--- src/rtl/wmc_map.vh ---
// constants for the working-mode controller
`ifndef WMC_MAP_VH
`define WMC_MAP_VH
`define WMC_MODE_TRANSP    2'h0
`define WMC_MODE_WOR       2'h1
`define WMC_MODE_CONFIG    2'h2
`define WMC_MODE_SLEEP     2'h3
`define WMC_CLK_MHZ        125
`define WMC_SWITCH_US      1000
// 1000 us at 125 MHz, sized to the 18-bit counters
`define WMC_SWITCH_CYC     18'h1e848
`define WMC_RELOAD_CYC_DEF 18'h10
`define WMC_WAKE_CYC_DEF   18'h20
`endif

--- src/rtl/wmc_mode_ctrl.v ---
// working-mode selection and mode-switch sequencing
`timescale 1ns/100ps
`default_nettype none
`include "wmc_map.vh"

// Summary of operation
// - two pins decode into four modes
// - idle pin change takes effect within 1ms
// - pending serial data sent before switching
// - radio data emitted on serial before switching
// - switch applied while busy indicator low
// - pin changes while host streams data wait for the drain
// - sleep entered within 1ms after draining
// - latest pin state applied within 1ms after work
// - transparent mode transmits serial input bytes
// - transparent mode receiver on, forwards payloads
// - wake mode acts as sender or receiver
// - wake sender sends wake code before payload
// - wake mode reception same as transparent
// - configuration mode radio off, registers reachable
// - deep sleep has no radio activity
// - transparent mode accepts over-air configuration command
// - busy low from traffic does not block mode-pin detection
// - leaving sleep reloads parameters, busy held low
module wmc_mode_ctrl #(
  parameter [17:0] SWITCH_CYC = `WMC_SWITCH_CYC,
  parameter [17:0] RELOAD_CYC = `WMC_RELOAD_CYC_DEF,
  parameter [17:0] WAKE_CYC   = `WMC_WAKE_CYC_DEF
) (
  // clock and reset
  input  wire       clk_sys,
  input  wire       rst_b,
  // mode pins from host
  input  wire       modeSelectHigh,
  input  wire       modeSelectLow,
  // traffic status from datapath
  input  wire       serialRxPending,
  input  wire       serialRxActive,
  input  wire       radioTxBusy,
  input  wire       serialTxPending,
  input  wire       worSenderCfg,
  input  wire       airCfgDetect,
  // busy indicator, high when ready
  output reg        busyReady_ff,
  // current mode and path enables
  output reg  [1:0] activeMode_ff,
  output reg        radioTxEn_ff,
  output reg        radioRxEn_ff,
  output reg        serialToRadioEn_ff,
  output reg        radioToSerialEn_ff,
  output reg        wakeCodeEn_ff,
  output reg        cfgPortEn_ff,
  output reg        airCfgEn_ff,
  output reg        sleepEn_ff,
  output reg        reloadReq_ff
);

  localparam [1:0] ST_RELOAD = 2'h0;
  localparam [1:0] ST_RUN    = 2'h1;
  localparam [1:0] ST_DRAIN  = 2'h2;
  localparam [1:0] ST_SWITCH = 2'h3;

  reg        rstSync1_ff;
  reg        rstSync2_ff;
  wire       rstLocal_b;
  reg  [2:0] pinHi_ff;
  reg  [2:0] pinLo_ff;
  reg  [1:0] pinMode_ff;
  reg  [1:0] state_ff;
  reg  [1:0] nxt_state;
  reg  [1:0] targetMode_ff;
  reg  [1:0] nxt_targetMode;
  reg  [1:0] nxt_activeMode;
  reg  [17:0] count_ff;
  reg  [17:0] nxt_count;
  reg  [17:0] wakeCnt_ff;
  reg        wakeSent_ff;
  reg        workBusy;
  reg        txWorkBusy;

  // helpers shared by the counters and the path enables
  function counterDone;
    input [17:0] cnt;
    input [17:0] limit;
    begin
      counterDone = (cnt >= limit);
    end
  endfunction

  function [17:0] countUp;
    input [17:0] cnt;
    begin
      countUp = cnt + 18'h1;
    end
  endfunction

  function [17:0] countDown;
    input [17:0] cnt;
    begin
      countDown = cnt - 18'h1;
    end
  endfunction

  function leavesSleep;
    input [1:0] fromMode;
    input [1:0] toMode;
    begin
      // sleep exit must pass through a parameter reload
      leavesSleep = (fromMode == `WMC_MODE_SLEEP) &&
                    (toMode != `WMC_MODE_SLEEP);
    end
  endfunction

  function txPathOn;
    input [1:0] mode;
    input       worSender;
    begin
      case (mode)
        `WMC_MODE_TRANSP: txPathOn = 1'b1;
        `WMC_MODE_WOR:    txPathOn = worSender;
        default:          txPathOn = 1'b0;
      endcase
    end
  endfunction

  function rxPathOn;
    input [1:0] mode;
    begin
      case (mode)
        `WMC_MODE_TRANSP: rxPathOn = 1'b1;
        `WMC_MODE_WOR:    rxPathOn = 1'b1;
        default:          rxPathOn = 1'b0;
      endcase
    end
  endfunction

  // reset release through two flops
  // asserts at once, lets go only on the clock
  always @(posedge clk_sys or negedge rst_b) begin
    if (!rst_b) begin
      rstSync1_ff <= 1'b0;
      rstSync2_ff <= 1'b0;
    end else begin
      rstSync1_ff <= 1'b1;
      rstSync2_ff <= rstSync1_ff;
    end
  end
  assign rstLocal_b = rstSync2_ff;

  // pins are async to clk_sys; third stage filters glitches
  // both late stages must agree before a bit is taken
  always @(posedge clk_sys or negedge rstLocal_b) begin
    if (!rstLocal_b) begin
      pinHi_ff   <= 3'h0;
      pinLo_ff   <= 3'h0;
      pinMode_ff <= `WMC_MODE_TRANSP;
    end else begin
      pinHi_ff <= {pinHi_ff[1:0], modeSelectHigh};
      pinLo_ff <= {pinLo_ff[1:0], modeSelectLow};
      if (pinHi_ff[1] == pinHi_ff[2]) begin
        pinMode_ff[1] <= pinHi_ff[2];
      end
      if (pinLo_ff[1] == pinLo_ff[2]) begin
        pinMode_ff[0] <= pinLo_ff[2];
      end
    end
  end

  // any outstanding traffic keeps the module busy
  always @* begin
    txWorkBusy = serialRxPending | radioTxBusy | serialRxActive;
    workBusy   = txWorkBusy | serialTxPending;
  end

  always @* begin
    nxt_state      = state_ff;
    nxt_targetMode = targetMode_ff;
    nxt_activeMode = activeMode_ff;
    nxt_count      = count_ff;
    case (state_ff)
      ST_RELOAD: begin
        // parameters reloaded with busy low
        if (counterDone(count_ff, RELOAD_CYC)) begin
          nxt_state = ST_RUN;
          nxt_count = 18'h0;
        end else begin
          nxt_count = countUp(count_ff);
        end
      end
      ST_RUN: begin
        // detection runs even with traffic; streaming defers the switch
        if (pinMode_ff != activeMode_ff) begin
          nxt_targetMode = pinMode_ff;
          nxt_count      = 18'h0;
          if (workBusy) begin
            nxt_state = ST_DRAIN;
          end else begin
            nxt_state = ST_SWITCH;
          end
        end
      end
      ST_DRAIN: begin
        // wait for traffic, then pick up latest pins
        if (!workBusy) begin
          nxt_targetMode = pinMode_ff;
          nxt_state      = ST_SWITCH;
          nxt_count      = 18'h0;
        end
      end
      ST_SWITCH: begin
        // fixed switch delay of SWITCH_CYC-1 cycles, just under 1ms
        if (counterDone(count_ff, SWITCH_CYC - 18'h2)) begin
          nxt_activeMode = targetMode_ff;
          nxt_count      = 18'h0;
          if (leavesSleep(activeMode_ff, targetMode_ff)) begin
            nxt_state = ST_RELOAD;
          end else begin
            nxt_state = ST_RUN;
          end
        end else begin
          nxt_count = countUp(count_ff);
        end
      end
      default: begin
        nxt_state = ST_RELOAD;
        nxt_count = 18'h0;
      end
    endcase
  end

  always @(posedge clk_sys or negedge rstLocal_b) begin
    if (!rstLocal_b) begin
      state_ff      <= ST_RELOAD;
      targetMode_ff <= `WMC_MODE_TRANSP;
      activeMode_ff <= `WMC_MODE_TRANSP;
      count_ff      <= 18'h0;
    end else begin
      state_ff      <= nxt_state;
      targetMode_ff <= nxt_targetMode;
      activeMode_ff <= nxt_activeMode;
      count_ff      <= nxt_count;
    end
  end

  // wake code runs ahead of each wake-mode payload
  // one code per payload; wakeSent_ff stops an endless rerun
  always @(posedge clk_sys or negedge rstLocal_b) begin
    if (!rstLocal_b) begin
      wakeCnt_ff    <= 18'h0;
      wakeCodeEn_ff <= 1'b0;
      wakeSent_ff   <= 1'b0;
    end else if (activeMode_ff != `WMC_MODE_WOR || !worSenderCfg) begin
      // leaving the sender role cuts the code short
      wakeCnt_ff    <= 18'h0;
      wakeCodeEn_ff <= 1'b0;
      wakeSent_ff   <= 1'b0;
    end else if (wakeCnt_ff == 18'h0 && !wakeSent_ff &&
                 serialRxPending && !radioTxBusy) begin
      wakeCnt_ff    <= WAKE_CYC;
      wakeCodeEn_ff <= 1'b1;
      wakeSent_ff   <= 1'b1;
    end else if (wakeCnt_ff > 18'h1) begin
      wakeCnt_ff <= countDown(wakeCnt_ff);
    end else if (wakeCnt_ff == 18'h1) begin
      wakeCnt_ff    <= 18'h0;
      wakeCodeEn_ff <= 1'b0;
    end else if (!serialRxPending && !radioTxBusy) begin
      // payload gone; the next one gets its own code
      wakeSent_ff <= 1'b0;
    end
  end

  // busy low for reload, traffic or pending switch
  // follows nxt_state so it falls with the switch decision
  always @(posedge clk_sys or negedge rstLocal_b) begin
    if (!rstLocal_b) begin
      busyReady_ff <= 1'b0;
    end else begin
      busyReady_ff <= (nxt_state == ST_RUN) && !workBusy;
    end
  end

  // path enables follow the adopted mode
  always @(posedge clk_sys or negedge rstLocal_b) begin
    if (!rstLocal_b) begin
      radioTxEn_ff       <= 1'b0;
      radioRxEn_ff       <= 1'b0;
      serialToRadioEn_ff <= 1'b0;
      radioToSerialEn_ff <= 1'b0;
      cfgPortEn_ff       <= 1'b0;
      airCfgEn_ff        <= 1'b0;
      sleepEn_ff         <= 1'b0;
      reloadReq_ff       <= 1'b0;
    end else begin
      reloadReq_ff <= (nxt_state == ST_RELOAD);
      // keyed on nxt_activeMode so enables move with activeMode_ff
      case (nxt_activeMode)
        `WMC_MODE_TRANSP: begin
          radioTxEn_ff       <= txPathOn(nxt_activeMode, worSenderCfg);
          radioRxEn_ff       <= rxPathOn(nxt_activeMode);
          serialToRadioEn_ff <= txPathOn(nxt_activeMode, worSenderCfg);
          radioToSerialEn_ff <= rxPathOn(nxt_activeMode);
          cfgPortEn_ff       <= 1'b0;
          airCfgEn_ff        <= airCfgDetect;
          sleepEn_ff         <= 1'b0;
        end
        `WMC_MODE_WOR: begin
          radioTxEn_ff       <= txPathOn(nxt_activeMode, worSenderCfg);
          radioRxEn_ff       <= rxPathOn(nxt_activeMode);
          serialToRadioEn_ff <= txPathOn(nxt_activeMode, worSenderCfg);
          radioToSerialEn_ff <= rxPathOn(nxt_activeMode);
          cfgPortEn_ff       <= 1'b0;
          airCfgEn_ff        <= 1'b0;
          sleepEn_ff         <= 1'b0;
        end
        `WMC_MODE_CONFIG: begin
          radioTxEn_ff       <= 1'b0;
          radioRxEn_ff       <= 1'b0;
          serialToRadioEn_ff <= 1'b0;
          radioToSerialEn_ff <= 1'b0;
          cfgPortEn_ff       <= 1'b1;
          airCfgEn_ff        <= 1'b0;
          sleepEn_ff         <= 1'b0;
        end
        default: begin
          radioTxEn_ff       <= 1'b0;
          radioRxEn_ff       <= 1'b0;
          serialToRadioEn_ff <= 1'b0;
          radioToSerialEn_ff <= 1'b0;
          cfgPortEn_ff       <= 1'b0;
          airCfgEn_ff        <= 1'b0;
          sleepEn_ff         <= 1'b1;
        end
      endcase
    end
  end

endmodule
`default_nettype wire

--- config.mk ---
export PLATFORM = sky130hd
export DESIGN_NAME = wmc_mode_ctrl
export DESIGN_NICKNAME = d
export VERILOG_FILES = /design/src/rtl/wmc_mode_ctrl.v
export VERILOG_INCLUDE_DIRS = /design/src /design/src/rtl
export SDC_FILE = /design/constraint.sdc
export NUM_CORES = 1
export LEC_CHECK = 0
export BUFFER_PORTS_ARGS = -buffer_cell sky130_fd_sc_hd__buf_4
export CAP_MARGIN = 20
export CORE_AREA = 8 8 84 86
export DETAILED_ROUTE_END_ITERATION = 10
export DIE_AREA = 0 0 92 94
export PLACE_DENSITY = 0.82
export SYNTH_ARGS = -nofsm -noshare
export SYNTH_HDL_FRONTEND = slang
export SYNTH_SLANG_ARGS = --single-unit
--- constraint.sdc ---
create_clock -name clk_sys -period 3.8 [get_ports clk_sys]
set_input_delay 0.95 -clock clk_sys [delete_from_list [all_inputs] [get_ports clk_sys]]
set_output_delay 0.95 -clock clk_sys [all_outputs]
set_load 0.02 [all_outputs]
* Word level (Yosys, flattened, before mapping) *
Index checks and enable logic that the tools add are counted.
Widths: inputs -> output; s select.

operators by class
  add/subtract/negate cells = 2
  $mul = 0
  div/mod/pow operators = 0
  magnitude comparators = 3
  eq/ne operators = 17
  shift-type cells = 0
  muxes and demuxes = 35
  bitwise gates (word level) = 3
  reduce and logical (&&, ||, !) cells = 26

operator list
  cell                   count
  $mux 18                8
  $pmux 18 s4            1
  $add 18x1->18 const B  1
  $eq 18x1->1 const B    1
  $ge 18x17->1 const B   1
  $ge 18x5->1 const B    1
  $gt 18x1->1 const B    1
  $logic_not 18->1       1
  $sub 18x1->18 const B  1
  $mux 2                 8
  $mux 1                 15
  $eq 2x2->1 const B     4
  $pmux 2 s4             1
  $eq 2x1->1 const B     3
  $logic_and 1x1->1      6
  $logic_not 2->1        3
  $ne 2x2->1 const B     3
  $ne 3x3->1 const B     2
  $reduce_and 3->1       2
  $reduce_bool 3->1      2
  $logic_not 1->1        5
  $pmux 2 s2             1
  $reduce_and 2->1       2
  $reduce_bool 4->1      1
  other kinds (9)        12

storage, ports and cells
  bits in registers = 61
  bits in latches = 0
  RAM bits = 0
  bits in read-only memories = 0
  input bits = 10
  output and inout port bits = 12
  logic and storage cells = 106
  memories kept = 0

* Longest topological paths before layout *
  word-level depth = 8
  gate-level depth with buffers = 9
  mapped depth without buffers = 8

* Least setup slack after synthesis *
Ideal clock, no wire load.

  kind = input to register
  from = in serialRxPending
  to = reg count_ff[15]
  library setup time = 132 ps
  arrival = 2396 ps
  data required time = 3668 ps
  slack = 1273 ps
  stages on the path = 6
  path buffers = 0
  path through = or4_4 -> a32oi_4 -> nand4_4 -> nor4_4 -> xnor2_1 -> nor2_1

between the ends
  longest elaborated chain between the ends = 5

RTL lines
  item                               RTL line             source
  start, declared                    wmc_mode_ctrl.v:37   input wire serialRxPending,
  $or 1x1->1 (2 in series)           wmc_mode_ctrl.v:171  txWorkBusy = serialRxPending | radioTxBusy | serialRxActive;
  $or 1x1->1                         wmc_mode_ctrl.v:172  workBusy = txWorkBusy | serialTxPending;
  $ne 2x2->1 (no source line)        --
  $reduce_and 2->1 (no source line)  --
  end signal, assigned               wmc_mode_ctrl.v:241  count_ff <= nxt_count;
  end, declared                      wmc_mode_ctrl.v:74   reg [17:0] count_ff;

Every way passes these cells.
A chain may end at the register's enable or synchronous reset.

* Final worst setup path *
  from = in serialRxPending
  to = reg count_ff[7]

The elaborated chain is that of the path after synthesis.

==> flow_summary.json <==
{
  "post_cts_buffers": 0,
  "initial_core_util_pct": 53.4,
  "path_max_fanout": 11,
  "place_area_mm2": 0.00328,
  "clkLatencyLatePin_ns": 0.34,
  "grt_max_degree": 37,
  "max_freq_mhz": 401,
  "grt_usage_pct": 16.0,
  "internal_power_w": 0.00109,
  "gr-total-overflow": 0,
  "dieHeight_um": 94,
  "hold_ws_ns": 0.325,
  "place.gp.congestion": 0.885,
  "critical_path_arrival_ns": 2.68,
  "grt_pass1_wl_mm": 11.0,
  "finalWirelength_mm": 6.34,
  "holdCritPathClass": "reg2async",
  "cap_violations": 0,
  "p_per_area_mw_per_mm2": 434,
  "routedWlPerCell_um": 15.7,
  "postSynthCellCount": 300,
  "seq_power_share_pct": 52.1,
  "syn_to_final_growth_pct": 13.2,
  "synthFlopType": "dfrtp_1",
  "first_pass_iters": 4,
  "p_sw_share_pct": 27.7,
  "final_common_cell": "dfrtp_1",
  "cts-buffers-inserted": 9,
  "post-route-min-period_ns": 2.50,
  "cts_hold_buf": 0,
  "switching_power_w": 0.000416,
  "cts_tree": "built",
  "finalCritPeriodShare_pct": 65.7,
  "syn-cell-area_mm2": 0.00307,
  "tightest_slew_ns": 0.757,
  "place_inst": 387,
  "cts_max_path_buffers": 2,
  "rsz0062_at_grt": "no",
  "p_clk_share_pct": 37.5,
  "portBuffers": 21,
  "ys_types": 61,
  "syn-num-nets": 315,
  "post_cts_resized": 0,
  "final_cell_mix": "dfrtp_1, nor2_1, nand2_1, buf_4, xnor2_1",
  "peakVddDrop_mv": 0.205,
  "antenna_left": 0,
  "io_pins": 22,
  "grt_antenna_before_repair": 0,
  "p_leak_nw": 1.52,
  "floorplan.die_area_mm2": 0.00865,
  "vias": 2317,
  "cp.required_ns": 3.98,
  "startpoint_type": "input pin",
  "dp_hpwl_mm": 4.42,
  "drt-vias-per-instance": 5.75,
  "outcome": "completed",
  "cts_num_sinks": 61,
  "grt_pass1_vias": 2334,
  "fin_total_pwr_w": 0.00150,
  "finClkSkew_ns": 0.0136,
  "critPathKind": "in2reg",
  "core_area_mm2": 0.00575,
  "finalSetupViolCount": 0,
  "slew-limit-headroom_pct": 49.5,
  "h-tree-depth": 3,
  "fin_nets": 338,
  "synth_top_cell_by_area": "dfrtp_1",
  "end_kind": "flip-flop",
  "fin_tns_setup_ns": 0,
  "drcViolationCount": 0,
  "async_flop_share_pct": 100,
  "finalHoldViolCount": 0,
  "ys_ff_latch": 61,
  "clkTransAtPathRegs_ns": 0.08,
  "final_cells": 403,
  "yosysWarningCount": 0,
  "num_antenna_cells": 0,
  "synthTopCellsByArea": "dfrtp_1, nor2_1, xnor2_1",
  "postLayoutCellArea_mm2": 0.00347,
  "pwr-share-comb_pct": 10.4,
  "synth-edff-count": 0,
  "clock-root-buffer": "clkbuf_8",
  "drv_slew": 0,
  "syn_avg_cell_area_um2": 10.2,
  "synth_top_area_share_pct": 49.8,
  "drive_gt1_share_pct": 15.9,
  "die_x_um": 92,
  "first_iter_violations": 97,
  "num_rows": 28,
  "ys_seq_area_share_pct": 49.8
}
[state kept, by name, summed over array words and instances, names as in the netlist]
register,cells
rstSync1_ff,1
state_ff,2
wakeCodeEn_ff,1
reloadReq_ff,1
radioToSerialEn_ff,1
airCfgEn_ff,1
pinLo_ff,3
pinMode_ff,2
cfgPortEn_ff,1
pinHi_ff,3
targetMode_ff,2
rstLocal_b,1
serialToRadioEn_ff,1
wakeCnt_ff,18
sleepEn_ff,1
count_ff,18
activeMode_ff,2
wakeSent_ff,1
busyReady_ff,1
[through the flow]
step / utilization (%) / setup WS [ns]
after detailed placement: 57.1 / 0.961
after global routing: 60.4 / 1.23
after CTS: 60.4 / 1.33
after floorplan: - / 1.27
after global placement: 57.1 / 1.02
final: 60.4 / 1.30
[critical path, stage by stage]
cell,delay [ns]
buf_4,0.13
or4_4,0.58
a32o_1,0.32
nor2_1,0.58
nor2_1,0.12
[per-layer routing]
| layer | global-route usage [%] | wire (um) |
|---|---|---|
| met1 | 19.1 | 2870 |
| met2 | 25.3 | 3110 |
| met3 | 5.44 | 237 |
| met4 | 7.65 | 123 |
| met5 | 0 | 0 |
[power groups by stage]
stage                     clock [W]  sequential [W]  combinational, W
after floorplan                   0        0.000768          0.000130
after global placement            0        0.000788          0.000153
after detailed placement          0        0.000791          0.000156
after CTS                  0.000582        0.000781          0.000157
after global routing       0.000611        0.000792          0.000177
final                      0.000564        0.000784          0.000156
[area by class of cell]
class | count | area, um^2
multi-input cells | 219 | 1450
flip-flops and latches | 61 | 1530
well taps | 75 | 93.8
repair buffers | 23 | 173
inverters | 9 | 33.8
clock buffers | 12 | 145
clock inverters | 4 | 47.5
fillers | 493 | 2270
[final timing paths]
check                      slack, ns  depth (start not counted)             from              to
max                             1.30                          5  serialRxPending     count_ff[7]
min                             0.33                          0       rstLocal_b  wakeCnt_ff[12]
max reg2reg                     1.47                          5   wakeCnt_ff[10]  wakeCnt_ff[13]
min reg2reg                     0.33                          0       rstLocal_b  wakeCnt_ff[12]
max in group asynchronous       2.65                          1       rstLocal_b    count_ff[12]
min in group clk_sys            0.35                          0      rstSync1_ff      rstLocal_b
[synthesized netlist by cell type, types with 3 or more instances]
cell type	instances
a21o_1	3
a21oi_1	7
a22o_1	3
a31oi_1	3
and2_1	3
and4_1	4
buf_4	3
clkbuf_1	5
dfrtp_1	61
ha_1	5
inv_1	9
nand2_1	23
nand2b_1	4
nand3_1	14
nand3b_1	4
nor2_1	43
nor3_1	9
nor3b_1	3
nor4_1	7
o21ai_0	7
o22ai_1	3
o31ai_1	4
xnor2_1	16
xor2_1	10
[logic make-up after synthesis]
group / share of synthesized area [%]
AND/OR/NAND/NOR: 25.5
flip-flops: 49.8
AO/OA/AOI/OAI: 10.9
XOR/XNOR: 7.43
buffers and inverters: 2.90
adder cells (fa/ha/maj): 2.69
multiplexers: 0.694
other: 0.122
(Power assumes the default switching activity.)
